==> src/inc/scg_pkg.sv <==
// Package with register map, field layouts and carriers of the sleep clock gating block.
package scg_pkg;
   localparam int ADDR_W = 8;
   localparam int DATA_W = 32;

   // Register byte offsets.
   localparam logic [7:0] OFF_SLP_HS2  = 8'h00;
   localparam logic [7:0] OFF_SLP_HS3  = 8'h04;
   localparam logic [7:0] OFF_SLP_LS1  = 8'h08;
   localparam logic [7:0] OFF_SLP_LS2  = 8'h0C;
   localparam logic [7:0] OFF_IRQ_EN   = 8'h10;
   localparam logic [7:0] OFF_IRQ_PEND = 8'h14;
   localparam logic [7:0] OFF_READY    = 8'h18;
   localparam logic [7:0] OFF_RST_FLAG = 8'h1C;
   localparam logic [7:0] OFF_RST_CLR  = 8'h20;

   // Field widths.
   localparam int HS2_W  = 5;
   localparam int HS3_W  = 1;
   localparam int LS1_W  = 23;
   localparam int LS2_W  = 13;
   localparam int RDY_W  = 6;
   localparam int PEND_W = 8;
   localparam int RST_W  = 7;

   // Pending and reset-clear bit positions; pending bit 6 is reserved and reads zero.
   localparam int PEND_CSS_BIT = 7;
   localparam int PEND_RSV_BIT = 6;
   localparam int RST_CLR_BIT  = 0;

   // Reset values: every sleep enable set after reset.
   localparam logic [HS2_W-1:0] HS2_RST = 5'h1F;
   localparam logic [HS3_W-1:0] HS3_RST = 1'h1;
   localparam logic [LS1_W-1:0] LS1_RST = 23'h7FFFFF;
   localparam logic [LS2_W-1:0] LS2_RST = 13'h1FFF;

   typedef struct packed {
      logic [HS2_W-1:0] hs2;
      logic [HS3_W-1:0] hs3;
      logic [LS1_W-1:0] ls1;
      logic [LS2_W-1:0] ls2;
   } scg_gate_s;

   typedef struct packed {
      logic [ADDR_W-1:0] addr;
      logic [DATA_W-1:0] wdata;
      logic              wr;
      logic              rd;
   } scg_bus_s;
endpackage
==> src/core/scg_gate_cell.sv <==
// Clock gate enable for one bus group: pass in run mode, pass while enabled in sleep.
`timescale 1ns/1ps
module scg_gate_cell #(
   parameter int W = 1
) (
   input  wire logic         clk,
   input  wire logic         nrst,
   input  wire logic         sleep,
   input  wire logic [W-1:0] slp_en,
   output logic      [W-1:0] clk_on
);
   logic [W-1:0] on_reg;
   logic [W-1:0] on_next;

   // Per-bit gate enable, registered so the gate sees a glitch-free level.
   generate
      for (genvar i = 0; i < W; i++) begin : g_bit
         always_comb begin
            on_next[i] = !sleep || slp_en[i];
         end
      end
   endgenerate

   always_ff @(posedge clk or negedge nrst) begin
      if (!nrst) begin
         on_reg <= '1;
      end else begin
         on_reg <= on_next;
      end
   end

   assign clk_on = on_reg;
endmodule

==> src/core/scg_top.sv <==
// Sleep-mode clock gating, interrupt pending bits and status flags of the reset and clock controller.
// Operation
// five separate sleep enables, second high-speed bus
// one sleep enable for external memory controller
// independent sleep enables, low-speed peripheral bus
// independent sleep enables, high-speed peripheral bus
// sleep stops clocks whose enable is clear
// wakeup restores gated clocks without software
// all sleep enables set after reset
// six individual ready interrupt enables
// readable ready flags for oscillators and PLLs
// latch readable reset-cause flags
// one command clears all reset flags
// readable pending bit per interrupt source
// clear selected pending bits by command
// clock security event pending, readable, clearable
// ready pending sets on enabled ready rise
// reset flags change only on cause or clear
`timescale 1ns/1ps
module scg_top (
   input  wire logic                         clk,
   input  wire logic                         nrst,
   input  wire logic [scg_pkg::ADDR_W-1:0]   addr,
   input  wire logic [scg_pkg::DATA_W-1:0]   wdata,
   input  wire logic                         wr,
   input  wire logic                         rd,
   output logic      [scg_pkg::DATA_W-1:0]   rdata,
   input  wire logic                         sleep,
   input  wire logic [scg_pkg::RDY_W-1:0]    osc_ready,
   input  wire logic                         clock_security_event,
   input  wire logic [scg_pkg::RST_W-1:0]    reset_cause,
   output scg_pkg::scg_gate_s                clk_on,
   output logic                              irq
);
   scg_pkg::scg_gate_s                bus;
   scg_pkg::scg_gate_s                slp_reg, slp_next;
   logic [scg_pkg::RDY_W-1:0]         ien_reg, ien_next;
   logic [scg_pkg::PEND_W-1:0]        pend_reg, pend_next;
   logic [scg_pkg::RST_W-1:0]         rflag_reg, rflag_next;
   logic [scg_pkg::DATA_W-1:0]        rdata_reg, rdata_next;
   logic [scg_pkg::RDY_W-1:0]         rdy_s1_reg, rdy_s2_reg, rdy_d_reg;
   logic                              css_s1_reg, css_s2_reg, css_d_reg;
   logic [scg_pkg::RST_W-1:0]         rc_s1_reg, rc_s2_reg;
   logic                              slp_s1_reg, slp_s2_reg;
   logic [scg_pkg::PEND_W-1:0]        pend_set;
   logic [scg_pkg::PEND_W-1:0]        pend_clr;

   function automatic logic hit(input logic [scg_pkg::ADDR_W-1:0] a, input logic [7:0] off);
      hit = (a == off);
   endfunction

   always_comb begin
      bus.hs2 = wdata[scg_pkg::HS2_W-1:0];
      bus.hs3 = wdata[scg_pkg::HS3_W-1:0];
      bus.ls1 = wdata[scg_pkg::LS1_W-1:0];
      bus.ls2 = wdata[scg_pkg::LS2_W-1:0];
   end

   // Pins from other domains pass two flip-flops before use.
   always_ff @(posedge clk or negedge nrst) begin
      if (!nrst) begin
         rdy_s1_reg <= '0;
         rdy_s2_reg <= '0;
         rdy_d_reg  <= '0;
         css_s1_reg <= 1'b0;
         css_s2_reg <= 1'b0;
         css_d_reg  <= 1'b0;
         rc_s1_reg  <= '0;
         rc_s2_reg  <= '0;
         slp_s1_reg <= 1'b0;
         slp_s2_reg <= 1'b0;
      end else begin
         rdy_s1_reg <= osc_ready;
         rdy_s2_reg <= rdy_s1_reg;
         rdy_d_reg  <= rdy_s2_reg;
         css_s1_reg <= clock_security_event;
         css_s2_reg <= css_s1_reg;
         css_d_reg  <= css_s2_reg;
         rc_s1_reg  <= reset_cause;
         rc_s2_reg  <= rc_s1_reg;
         slp_s1_reg <= sleep;
         slp_s2_reg <= slp_s1_reg;
      end
   end

   // Register writes, pending and reset flag updates.
   always_comb begin
      slp_next   = slp_reg;
      ien_next   = ien_reg;
      rflag_next = rflag_reg | rc_s2_reg;
      pend_set   = '0;
      pend_clr   = '0;
      pend_set[scg_pkg::RDY_W-1:0] = rdy_s2_reg & ~rdy_d_reg & ien_reg;
      pend_set[scg_pkg::PEND_CSS_BIT] = css_s2_reg & ~css_d_reg;
      if (wr) begin
         if (hit(addr, scg_pkg::OFF_SLP_HS2)) begin
            slp_next.hs2 = bus.hs2;
         end else if (hit(addr, scg_pkg::OFF_SLP_HS3)) begin
            slp_next.hs3 = bus.hs3;
         end else if (hit(addr, scg_pkg::OFF_SLP_LS1)) begin
            slp_next.ls1 = bus.ls1;
         end else if (hit(addr, scg_pkg::OFF_SLP_LS2)) begin
            slp_next.ls2 = bus.ls2;
         end else if (hit(addr, scg_pkg::OFF_IRQ_EN)) begin
            ien_next = wdata[scg_pkg::RDY_W-1:0];
         end else if (hit(addr, scg_pkg::OFF_IRQ_PEND)) begin
            pend_clr = wdata[scg_pkg::PEND_W-1:0];
         end else if (hit(addr, scg_pkg::OFF_RST_CLR)) begin
            if (wdata[scg_pkg::RST_CLR_BIT]) begin
               rflag_next = rc_s2_reg;
            end
         end
      end
      // A set in the same cycle as its clear wins.
      pend_next = (pend_reg & ~pend_clr) | pend_set;
      pend_next[scg_pkg::PEND_RSV_BIT] = 1'b0;
   end

   // Read path: data stand in the cycle after the strobe only.
   always_comb begin
      rdata_next = '0;
      if (rd) begin
         if (hit(addr, scg_pkg::OFF_SLP_HS2)) begin
            rdata_next[scg_pkg::HS2_W-1:0] = slp_reg.hs2;
         end else if (hit(addr, scg_pkg::OFF_SLP_HS3)) begin
            rdata_next[scg_pkg::HS3_W-1:0] = slp_reg.hs3;
         end else if (hit(addr, scg_pkg::OFF_SLP_LS1)) begin
            rdata_next[scg_pkg::LS1_W-1:0] = slp_reg.ls1;
         end else if (hit(addr, scg_pkg::OFF_SLP_LS2)) begin
            rdata_next[scg_pkg::LS2_W-1:0] = slp_reg.ls2;
         end else if (hit(addr, scg_pkg::OFF_IRQ_EN)) begin
            rdata_next[scg_pkg::RDY_W-1:0] = ien_reg;
         end else if (hit(addr, scg_pkg::OFF_IRQ_PEND)) begin
            rdata_next[scg_pkg::PEND_W-1:0] = pend_reg;
         end else if (hit(addr, scg_pkg::OFF_READY)) begin
            rdata_next[scg_pkg::RDY_W-1:0] = rdy_s2_reg;
         end else if (hit(addr, scg_pkg::OFF_RST_FLAG)) begin
            rdata_next[scg_pkg::RST_W-1:0] = rflag_reg;
         end
      end
   end

   always_ff @(posedge clk or negedge nrst) begin
      if (!nrst) begin
         slp_reg.hs2 <= scg_pkg::HS2_RST;
         slp_reg.hs3 <= scg_pkg::HS3_RST;
         slp_reg.ls1 <= scg_pkg::LS1_RST;
         slp_reg.ls2 <= scg_pkg::LS2_RST;
         ien_reg     <= '0;
         pend_reg    <= '0;
         rflag_reg   <= '0;
         rdata_reg   <= '0;
      end else begin
         slp_reg     <= slp_next;
         ien_reg     <= ien_next;
         pend_reg    <= pend_next;
         rflag_reg   <= rflag_next;
         rdata_reg   <= rdata_next;
      end
   end

   assign rdata = rdata_reg;
   assign irq   = |pend_reg;

   // Gate enables per bus group; leaving sleep reopens every gate by itself.
   scg_gate_cell #(.W(scg_pkg::HS2_W)) u_hs2 (
      .clk    (clk),
      .nrst   (nrst),
      .sleep  (slp_s2_reg),
      .slp_en (slp_reg.hs2),
      .clk_on (clk_on.hs2)
   );
   scg_gate_cell #(.W(scg_pkg::HS3_W)) u_hs3 (
      .clk    (clk),
      .nrst   (nrst),
      .sleep  (slp_s2_reg),
      .slp_en (slp_reg.hs3),
      .clk_on (clk_on.hs3)
   );
   scg_gate_cell #(.W(scg_pkg::LS1_W)) u_ls1 (
      .clk    (clk),
      .nrst   (nrst),
      .sleep  (slp_s2_reg),
      .slp_en (slp_reg.ls1),
      .clk_on (clk_on.ls1)
   );
   scg_gate_cell #(.W(scg_pkg::LS2_W)) u_ls2 (
      .clk    (clk),
      .nrst   (nrst),
      .sleep  (slp_s2_reg),
      .slp_en (slp_reg.ls2),
      .clk_on (clk_on.ls2)
   );

   a_sleep_gate_off: assert property (@(posedge clk) disable iff (!nrst)
      (slp_s2_reg && !slp_reg.ls1[0]) |=> !clk_on.ls1[0])
      else $error("clock not gated in sleep");
   a_wake_restore: assert property (@(posedge clk) disable iff (!nrst)
      !slp_s2_reg |=> clk_on == '1)
      else $error("clock not restored on wakeup");
   a_pend_ready_set: assert property (@(posedge clk) disable iff (!nrst)
      (rdy_s2_reg[0] && !rdy_d_reg[0] && ien_reg[0]) |=> pend_reg[0])
      else $error("ready pending not set");
   a_pend_css_set: assert property (@(posedge clk) disable iff (!nrst)
      (css_s2_reg && !css_d_reg) |=> pend_reg[scg_pkg::PEND_CSS_BIT])
      else $error("security pending not set");
   a_pend_clear: assert property (@(posedge clk) disable iff (!nrst)
      (wr && hit(addr, scg_pkg::OFF_IRQ_PEND) && wdata[1] && !pend_set[1]) |=> !pend_reg[1])
      else $error("pending bit not cleared");
   a_pend_hold: assert property (@(posedge clk) disable iff (!nrst)
      (pend_reg[2] && !(wr && hit(addr, scg_pkg::OFF_IRQ_PEND))) |=> pend_reg[2])
      else $error("pending bit lost");
   a_rst_flag_clear: assert property (@(posedge clk) disable iff (!nrst)
      (wr && hit(addr, scg_pkg::OFF_RST_CLR) && wdata[0] && rc_s2_reg == '0) |=> rflag_reg == '0)
      else $error("reset flags not cleared");
   a_rst_flag_keep: assert property (@(posedge clk) disable iff (!nrst)
      !(wr && hit(addr, scg_pkg::OFF_RST_CLR) && wdata[scg_pkg::RST_CLR_BIT])
      |=> (rflag_reg & $past(rflag_reg)) == $past(rflag_reg))
      else $error("reset flag changed without cause");
   a_ready_read: assert property (@(posedge clk) disable iff (!nrst)
      (rd && hit(addr, scg_pkg::OFF_READY)) |=> rdata[scg_pkg::RDY_W-1:0] == $past(rdy_s2_reg))
      else $error("ready flags misread");
   a_irq_level: assert property (@(posedge clk) disable iff (!nrst)
      (pend_reg != '0) |-> irq)
      else $error("irq not raised");
   a_en_write: assert property (@(posedge clk) disable iff (!nrst)
      (wr && hit(addr, scg_pkg::OFF_IRQ_EN)) |=> ien_reg == $past(wdata[scg_pkg::RDY_W-1:0]))
      else $error("interrupt enable not written");
   a_slp_write: assert property (@(posedge clk) disable iff (!nrst)
      (wr && hit(addr, scg_pkg::OFF_SLP_HS2)) |=> slp_reg.hs2 == $past(wdata[scg_pkg::HS2_W-1:0]))
      else $error("sleep enable not written");

   // Gate enables follow the sleep enables of every bus group.
   a_hs2_gate_off: assert property (@(posedge clk) disable iff (!nrst)
      (slp_s2_reg && !slp_reg.hs2[1]) |=> !clk_on.hs2[1])
      else $error("high-speed clock not gated in sleep");
   a_hs3_gate_off: assert property (@(posedge clk) disable iff (!nrst)
      (slp_s2_reg && !slp_reg.hs3[0]) |=> !clk_on.hs3[0])
      else $error("memory controller clock not gated in sleep");
   a_ls2_gate_off: assert property (@(posedge clk) disable iff (!nrst)
      (slp_s2_reg && !slp_reg.ls2[4]) |=> !clk_on.ls2[4])
      else $error("peripheral clock not gated in sleep");
   a_hs2_keep_on: assert property (@(posedge clk) disable iff (!nrst)
      (slp_s2_reg && slp_reg.hs2[0]) |=> clk_on.hs2[0])
      else $error("enabled clock stopped in sleep");
   a_ls1_keep_on: assert property (@(posedge clk) disable iff (!nrst)
      (slp_s2_reg && slp_reg.ls1[1]) |=> clk_on.ls1[1])
      else $error("enabled clock stopped in sleep");

   // Sleep and interrupt enable writes land and then hold.
   a_hs3_write: assert property (@(posedge clk) disable iff (!nrst)
      (wr && hit(addr, scg_pkg::OFF_SLP_HS3)) |=> slp_reg.hs3 == $past(wdata[scg_pkg::HS3_W-1:0]))
      else $error("memory controller sleep enable not written");
   a_ls1_write: assert property (@(posedge clk) disable iff (!nrst)
      (wr && hit(addr, scg_pkg::OFF_SLP_LS1)) |=> slp_reg.ls1 == $past(wdata[scg_pkg::LS1_W-1:0]))
      else $error("low-speed sleep enable not written");
   a_ls2_write: assert property (@(posedge clk) disable iff (!nrst)
      (wr && hit(addr, scg_pkg::OFF_SLP_LS2)) |=> slp_reg.ls2 == $past(wdata[scg_pkg::LS2_W-1:0]))
      else $error("high-speed bus sleep enable not written");
   a_slp_keep: assert property (@(posedge clk) disable iff (!nrst)
      !wr |=> slp_reg == $past(slp_reg))
      else $error("sleep enable changed without write");
   a_ien_keep: assert property (@(posedge clk) disable iff (!nrst)
      !(wr && hit(addr, scg_pkg::OFF_IRQ_EN)) |=> ien_reg == $past(ien_reg))
      else $error("interrupt enable changed without write");

   // Read data carry the addressed register for one cycle only.
   a_slp_read: assert property (@(posedge clk) disable iff (!nrst)
      (rd && hit(addr, scg_pkg::OFF_SLP_HS2)) |=> rdata[scg_pkg::HS2_W-1:0] == $past(slp_reg.hs2))
      else $error("sleep enable misread");
   a_en_read: assert property (@(posedge clk) disable iff (!nrst)
      (rd && hit(addr, scg_pkg::OFF_IRQ_EN)) |=> rdata[scg_pkg::RDY_W-1:0] == $past(ien_reg))
      else $error("interrupt enable misread");
   a_pend_read: assert property (@(posedge clk) disable iff (!nrst)
      (rd && hit(addr, scg_pkg::OFF_IRQ_PEND)) |=> rdata[scg_pkg::PEND_W-1:0] == $past(pend_reg))
      else $error("pending bits misread");
   a_flag_read: assert property (@(posedge clk) disable iff (!nrst)
      (rd && hit(addr, scg_pkg::OFF_RST_FLAG)) |=> rdata[scg_pkg::RST_W-1:0] == $past(rflag_reg))
      else $error("reset flags misread");
   a_rdata_idle: assert property (@(posedge clk) disable iff (!nrst)
      !rd |=> rdata == '0)
      else $error("read data outside read cycle");

   // Pending bits and reset flags move only for their causes.
   a_pend_rise_cause: assert property (@(posedge clk) disable iff (!nrst)
      (pend_reg & ~$past(pend_reg) & ~$past(pend_set)) == '0)
      else $error("pending bit set without event");
   a_pend_masked_src: assert property (@(posedge clk) disable iff (!nrst)
      (rdy_s2_reg[1] && !rdy_d_reg[1] && !ien_reg[1] && !pend_reg[1]) |=> !pend_reg[1])
      else $error("disabled ready event pended");
   a_css_clear: assert property (@(posedge clk) disable iff (!nrst)
      (wr && hit(addr, scg_pkg::OFF_IRQ_PEND) && wdata[scg_pkg::PEND_CSS_BIT]
      && !pend_set[scg_pkg::PEND_CSS_BIT]) |=> !pend_reg[scg_pkg::PEND_CSS_BIT])
      else $error("security pending not cleared");
   a_pend_rsv_zero: assert property (@(posedge clk) disable iff (!nrst)
      pend_reg[scg_pkg::PEND_RSV_BIT] == 1'b0)
      else $error("reserved pending bit set");
   a_irq_idle: assert property (@(posedge clk) disable iff (!nrst)
      (pend_reg == '0) |-> !irq)
      else $error("irq raised with nothing pending");
   a_rst_flag_rise: assert property (@(posedge clk) disable iff (!nrst)
      (rflag_reg & ~$past(rflag_reg) & ~$past(rc_s2_reg)) == '0)
      else $error("reset flag set without cause");
   a_rst_flag_cause: assert property (@(posedge clk) disable iff (!nrst)
      (rc_s2_reg != '0) |=> (rflag_reg & $past(rc_s2_reg)) == $past(rc_s2_reg))
      else $error("reset cause not latched");
endmodule

==> config.mk <==
export PLATFORM = sky130hd
export DESIGN_NAME = scg_top
export DESIGN_NICKNAME = d
export VERILOG_FILES = /design/src/inc/scg_pkg.sv /design/src/core/scg_gate_cell.sv /design/src/core/scg_top.sv
export SDC_FILE = /design/constraint.sdc
export NUM_CORES = 1
export LEC_CHECK = 0
export ABC_AREA = 1
export BUFFER_PORTS_ARGS = -buffer_cell sky130_fd_sc_hd__buf_2
export CORE_UTILIZATION = 25
export DETAILED_ROUTE_END_ITERATION = 6
export GPL_TIMING_DRIVEN = 0
export PLACE_DENSITY = 0.4
export REMOVE_ABC_BUFFERS = 1
export SLEW_MARGIN = 30
export SYNTH_ARGS = -nofsm -noshare
export SYNTH_HDL_FRONTEND = slang
export SYNTH_SLANG_ARGS = --single-unit
==> constraint.sdc <==
create_clock -name clk -period 1.32 [get_ports clk]
set_input_delay 0.264 -clock clk [delete_from_list [all_inputs] [get_ports clk]]
set_output_delay 0.264 -clock clk [all_outputs]
set_load 0.02 [all_outputs]
Yosys cells after proc, flatten, opt, wreduce, memory -nomap -nowiden
Cells that the tools add are included.

Register bits: 164. Latch bits: 0. Memory bits (writable): 0. Bits in read-only memories: 0. Input port bits: 59. Output and inout bits: 75. Logic and storage cells: 133. Memories kept: 0.

Add/sub/neg operators: 0. Multiply operators: 0. Div/mod/pow operators: 0. $lt $le $gt $ge: 0. Equality and inequality tests: 8. Shifts and indexed selects: 0. Mux-type cells: 40. Bitwise logic cells: 13. Reduce and logical (&&, ||, !) cells: 50.

Operator list (count): 7-bit two-way mux (19); 8-bit two-way mux (8); 1-bit logical OR (42); 8-bit by 5-bit == test with 1-bit output (second input constant) (4); 23-bit two-way mux (1); 22-bit two-way mux (1); 18-bit two-way mux (1); 8-bit by 4-bit == test with 1-bit output (second input constant) (2); 13-bit two-way mux (1); 6-bit bitwise AND (2); 6-bit two-way mux (2); 10-bit two-way mux (1); 5-bit two-way mux (2); 8-bit bitwise AND (1); 8-bit by 3-bit == test with 1-bit output (second input constant) (1); 8-bit by 6-bit == test with 1-bit output (second input constant) (1); 8-bit zero test (1); 8-bit inverter (1); 8-bit bitwise OR (1); 7-bit bitwise OR (1); 7-bit OR reduction (1); 6-bit inverter (1); 6-bit AND reduction (1); 1-bit inverter (5); other kinds (8) (10).

Depth between registers and ports, before layout
Word-level depth: 18. Depth in mapped cells: 11. Mapped depth without buffers: 11.

Hierarchy
A second synthesis with hierarchy kept.

Cell total of the unflattened synthesis: 590. Area, all modules: 6313.6 µm².

By module, submodules not included: scg_top (times used 1, cells an instance 461, area an instance 4860.9 µm², sequential area each 3105.5 µm²); scg_gate_cell at u_ls1 (times used 1, cells an instance 71, area an instance 799.5 µm², sequential area each 604.3 µm²); scg_gate_cell at u_ls2 (times used 1, cells an instance 40, area an instance 450.4 µm², sequential area each 341.6 µm²); scg_gate_cell at u_hs2 (times used 1, cells an instance 15, area an instance 168.9 µm², sequential area each 131.4 µm²); scg_gate_cell at u_hs3 (times used 1, cells an instance 3, area an instance 33.8 µm², sequential area each 26.3 µm²).

Worst setup path after synthesis
OpenSTA, ideal clock, no wires.

Path type: input-to-reg. Start point: input port addr[7] (netlist bit). End point: register ien_reg[2] (netlist bit). Setup time: 123 ps. Arrival time: 1099 ps. Required time: 1197 ps. Path slack: 99 ps. Cell stages on the path: 7. Path buffers: 1. Path through: nor2_2 nand2_1 nor2_4 nand2_1 buf_2 nand2_1 o21ai_1.

Cells in the longest elaborated chain, start to end: 3. Elaborated cells on any way between the ends: 10. Classes of those cells: eq/ne: 4; bitwise: 4; reduce/logical: 2.

Ends and longest elaborated chain: start, declared (RTL line scg_top.sv:23) `input wire logic [scg_pkg::ADDR_W-1:0] addr,`; 8-bit by 4-bit == test with 1-bit output, or another cell as far along (RTL line scg_top.sv:49) `hit = (a == off);`; 1-bit inverter (no line); 6-bit AND reduction (no line) *; end signal, assigned (RTL line scg_top.sv:155) `ien_reg <= ien_next;`; end, declared (RTL line scg_top.sv:37) `logic [scg_pkg::RDY_W-1:0] ien_reg, ien_next;`.

Mark *: on every way between the ends. The rest lies on a longest branch, timed or not. A chain may end at the register's enable or synchronous reset.

Worst setup path in the final report
Start point: register pend_reg[2] (netlist bit). End point: output port irq.

Cells in the longest elaborated chain, start to end: 1.

Ends and longest elaborated chain: start, declared (RTL line scg_top.sv:38) `logic [scg_pkg::PEND_W-1:0] pend_reg, pend_next;`; start signal, assigned (RTL line scg_top.sv:156) `pend_reg <= pend_next;`; 7-bit OR reduction (RTL line scg_top.sv:163) `assign irq = |pend_reg;`; end, declared (RTL line scg_top.sv:33) `output logic irq`.

No other way between the ends.

==> results.yml <==
status:
  status: "complete, but fails checks"
  violations: "negative hold slack, negative setup slack"
place:
  port_buffers: 115
  dp_worst_setup_slack_ns: -0.798
  dpl.cell_count: 1011
  routabilityCongestion: 0.753
  place_hpwl_um: 9800
clocking:
  ctsRootBufferMaster: "clkbuf_16"
  clock_latency_ns: 0.42
  cts_buffers: 17
  clk_pin_slew_worst_paths_ns: 0.07
  cts_sinks: 164
  htree_num_levels: 4
  cts_tree: "done"
  postCtsHoldBufs: 15
  ctsLongestPathBuffers: 2
logic_synthesis:
  synth.avg_cell_area_um2: 10.6
  synth_top_area_share_pct: 35.4
  yosys.area.top_type: "dfstp_2"
  synth_seq_cells: 164
  ys_top_cells_by_area: "dfstp_2 (35%), dfrtp_1 (32%), nand2_1 (9.0%)"
  synth-edff-count: 0
  yosys_warnings: 0
  ys_seq_area_share_pct: 67.5
  synth-main-ff-cell: "dfstp_2"
  mappedNetlistArea_um2: 6240
  synth_cell_types: 33
  syn_inst: 589
  async_reset_ff_share_pct: 100
pwr:
  leakagePower_nw: 3.78
  ir_drop_uv: 547
  total_power_mw: 11.2
  p_per_area_nw_per_um2: 1350
die:
  rows: 57
  dieArea_um2: 25600
  die_height_um: 160
  start_util_pct: 25.6
  core_um2: 24400
  chipWidth_um: 160
  io_pins: 134
sta:
  fmax_mhz: 573
  setup_viol: 26
  holdWs_ns: -0.167
  slew_viol_final: 0
  setup_tns_ns: -0.575
  fin_skew_ns: 0.00773
  layout_setup_ws_ns: -0.426
  period_needed_ns: 1.75
  grt_setup_unrepaired: "yes"
  fin_crit_sh_pct: 132
  tightest_slew_ns: 0.630
  slew_headroom_pct: 58.0
  final_hold_viol_count: 28
worst_setup_path:
  critPathRequiredTime_ns: 1.06
  crit_type: "reg2out"
  r2r_cells: 9
  end_kind: "output port"
  start_kind: "flip-flop"
  critPathArrivalTime_ns: 1.48
  crit_fanout: 2
flow_run:
  cap_violations: 0
drt:
  dr.first_iter.drc_count: 212
  viasPerCell: 4.01
  wire_per_inst_um: 13.9
  routed_wl_um: 14800
  antenna_left: 0
  drc_errors: 0
  num_vias: 4268
  dr.pass1.iters: 4
layout:
  fillers: 2543
  diodes: 0
  final_nets: 786
  area_delta_synth_final_pct: 32.2
  drive_above_1_share_pct: 37.4
  multiInputGateArea_um2: 1610
  largest_register_ffs: 42
  final_cells: 1064
  seq_area_um2: 4210
  final_core_util_pct: 33.8
grt:
  grt_pass1_wl_um: 24100
  grt_util_all_layers_pct: 12.2
  grt_pass1_vias: 4400
  globalRoute.totalOverflow: 0
  grt_max_degree: 85
  antenna_found_initial: 2
min_path:
  min_path_type: "in2async"
cells by family after synthesis:
family | after synthesis | synth area share, %
and+or+nand+nor | 217 | 16.0
DFF | 164 | 67.5
buffers and inverters | 118 | 8.48
AOI/OAI and AO/OA | 89 | 7.94
other | 1 | 0.0601
synth_stat cells (2+ instances only):
cell,n
nand2_1,149
dfstp_2,84
inv_1,82
dfrtp_1,80
o21ai_1,32
a21oi_1,23
nand3_1,19
nor2_1,16
buf_4,15
o21ai_0,15
nor3_1,9
inv_2,8
a21o_1,7
clkbuf_1,5
nor2_4,5
nor3_2,5
a21oi_2,4
buf_2,4
o22ai_1,4
buf_6,3
nand2_2,3
nand2_4,2
nor2_2,2
nor2_8,2
nor4_1,2
o221ai_1,2
per-stage QoR:
stage	hold slack [ns]	area, µm²
after detailed placement	0.314	7120
after global routing	-0.113	8250
after global placement	0.335	7060
after floorplan	-0.0316	6080
final	-0.167	8250
after CTS	-0.143	8190
report_power, final:
group	total, mW	switching (mW)	leakage [nW]	internal [mW]
registers	5.43	0.107	1.84	5.32
logic	0.768	0.468	1.65	0.300
clock network	4.97	2.14	0.296	2.82
total	11.2	2.72	3.78	8.45
cell type report:
cell class / count / area share [%]
Clock buffer: 19 / 5.63
Clock inverter: 13 / 1.59
Inverter: 91 / 4.29
Multi-Input combinational cell: 317 / 19.5
Sequential cell: 164 / 51.0
Tap cell: 324 / 4.91
Timing Repair Buffer: 136 / 13.1
critical path, stage by stage, from the launching register on:
cell	delay, ns
dfrtp_1	0.39
nor4_2	0.25
nand4_1	0.21
buf_4	0.22
worst paths after layout:
path | startpoint | to | slack [ns]
max | pend_reg[2]$_DFF_PN0_ | irq | -0.43
min | nrst | rdata[16]$_DFF_PN0_ | -0.17
max reg2reg | pend_reg[3]$_DFF_PN0_ | rdata[3]$_DFF_PN0_ | 0.25
min reg2reg | rdy_s1_reg[4]$_DFF_PN0_ | rdy_s2_reg[4]$_DFF_PN0_ | 0.35
max in group asynchronous | nrst | slp_reg[14]$_DFFE_PN1P_ | 0.62
min in group clk | wdata[9] | slp_reg[22]$_DFFE_PN1P_ | 0.07
layer usage:
metal  track usage, %  vias up  part of all wire [%]
li1                 -     2097                     -
met1             16.6     2029                    48
met2             19.0      124                    46
met3             3.17       14                   5.1
met4             3.90        4                   1.1
met5                0        -                  0.14
placed cells by master (no fill, tap or decap), drive strengths merged, types with 4 or more instances in the layout:
cell type    synthesis  layout
nand2              154     156
buf                 22     121
inv                 91     100
dfstp               84      84
dfrtp               80      80
o21ai               47      47
a21oi               27      27
nor2                25      25
nand3               20      20
clkbuf               5      19
dlygate4sd3          0      15
nor3                14      14
conb                 1       9
a21o                 7       7
o22ai                4       4
timing repair:
action / in CTS / in global routing
buffers inserted: 1 / 3
gates resized for setup: 92 / 8
setup endpoints to repair: 80 / 95
hold endpoints to repair: 43 / 28
pin swaps: 3 / 4
cloned: 1 / 1
Note: power is estimated with default switching activity, not from simulation.
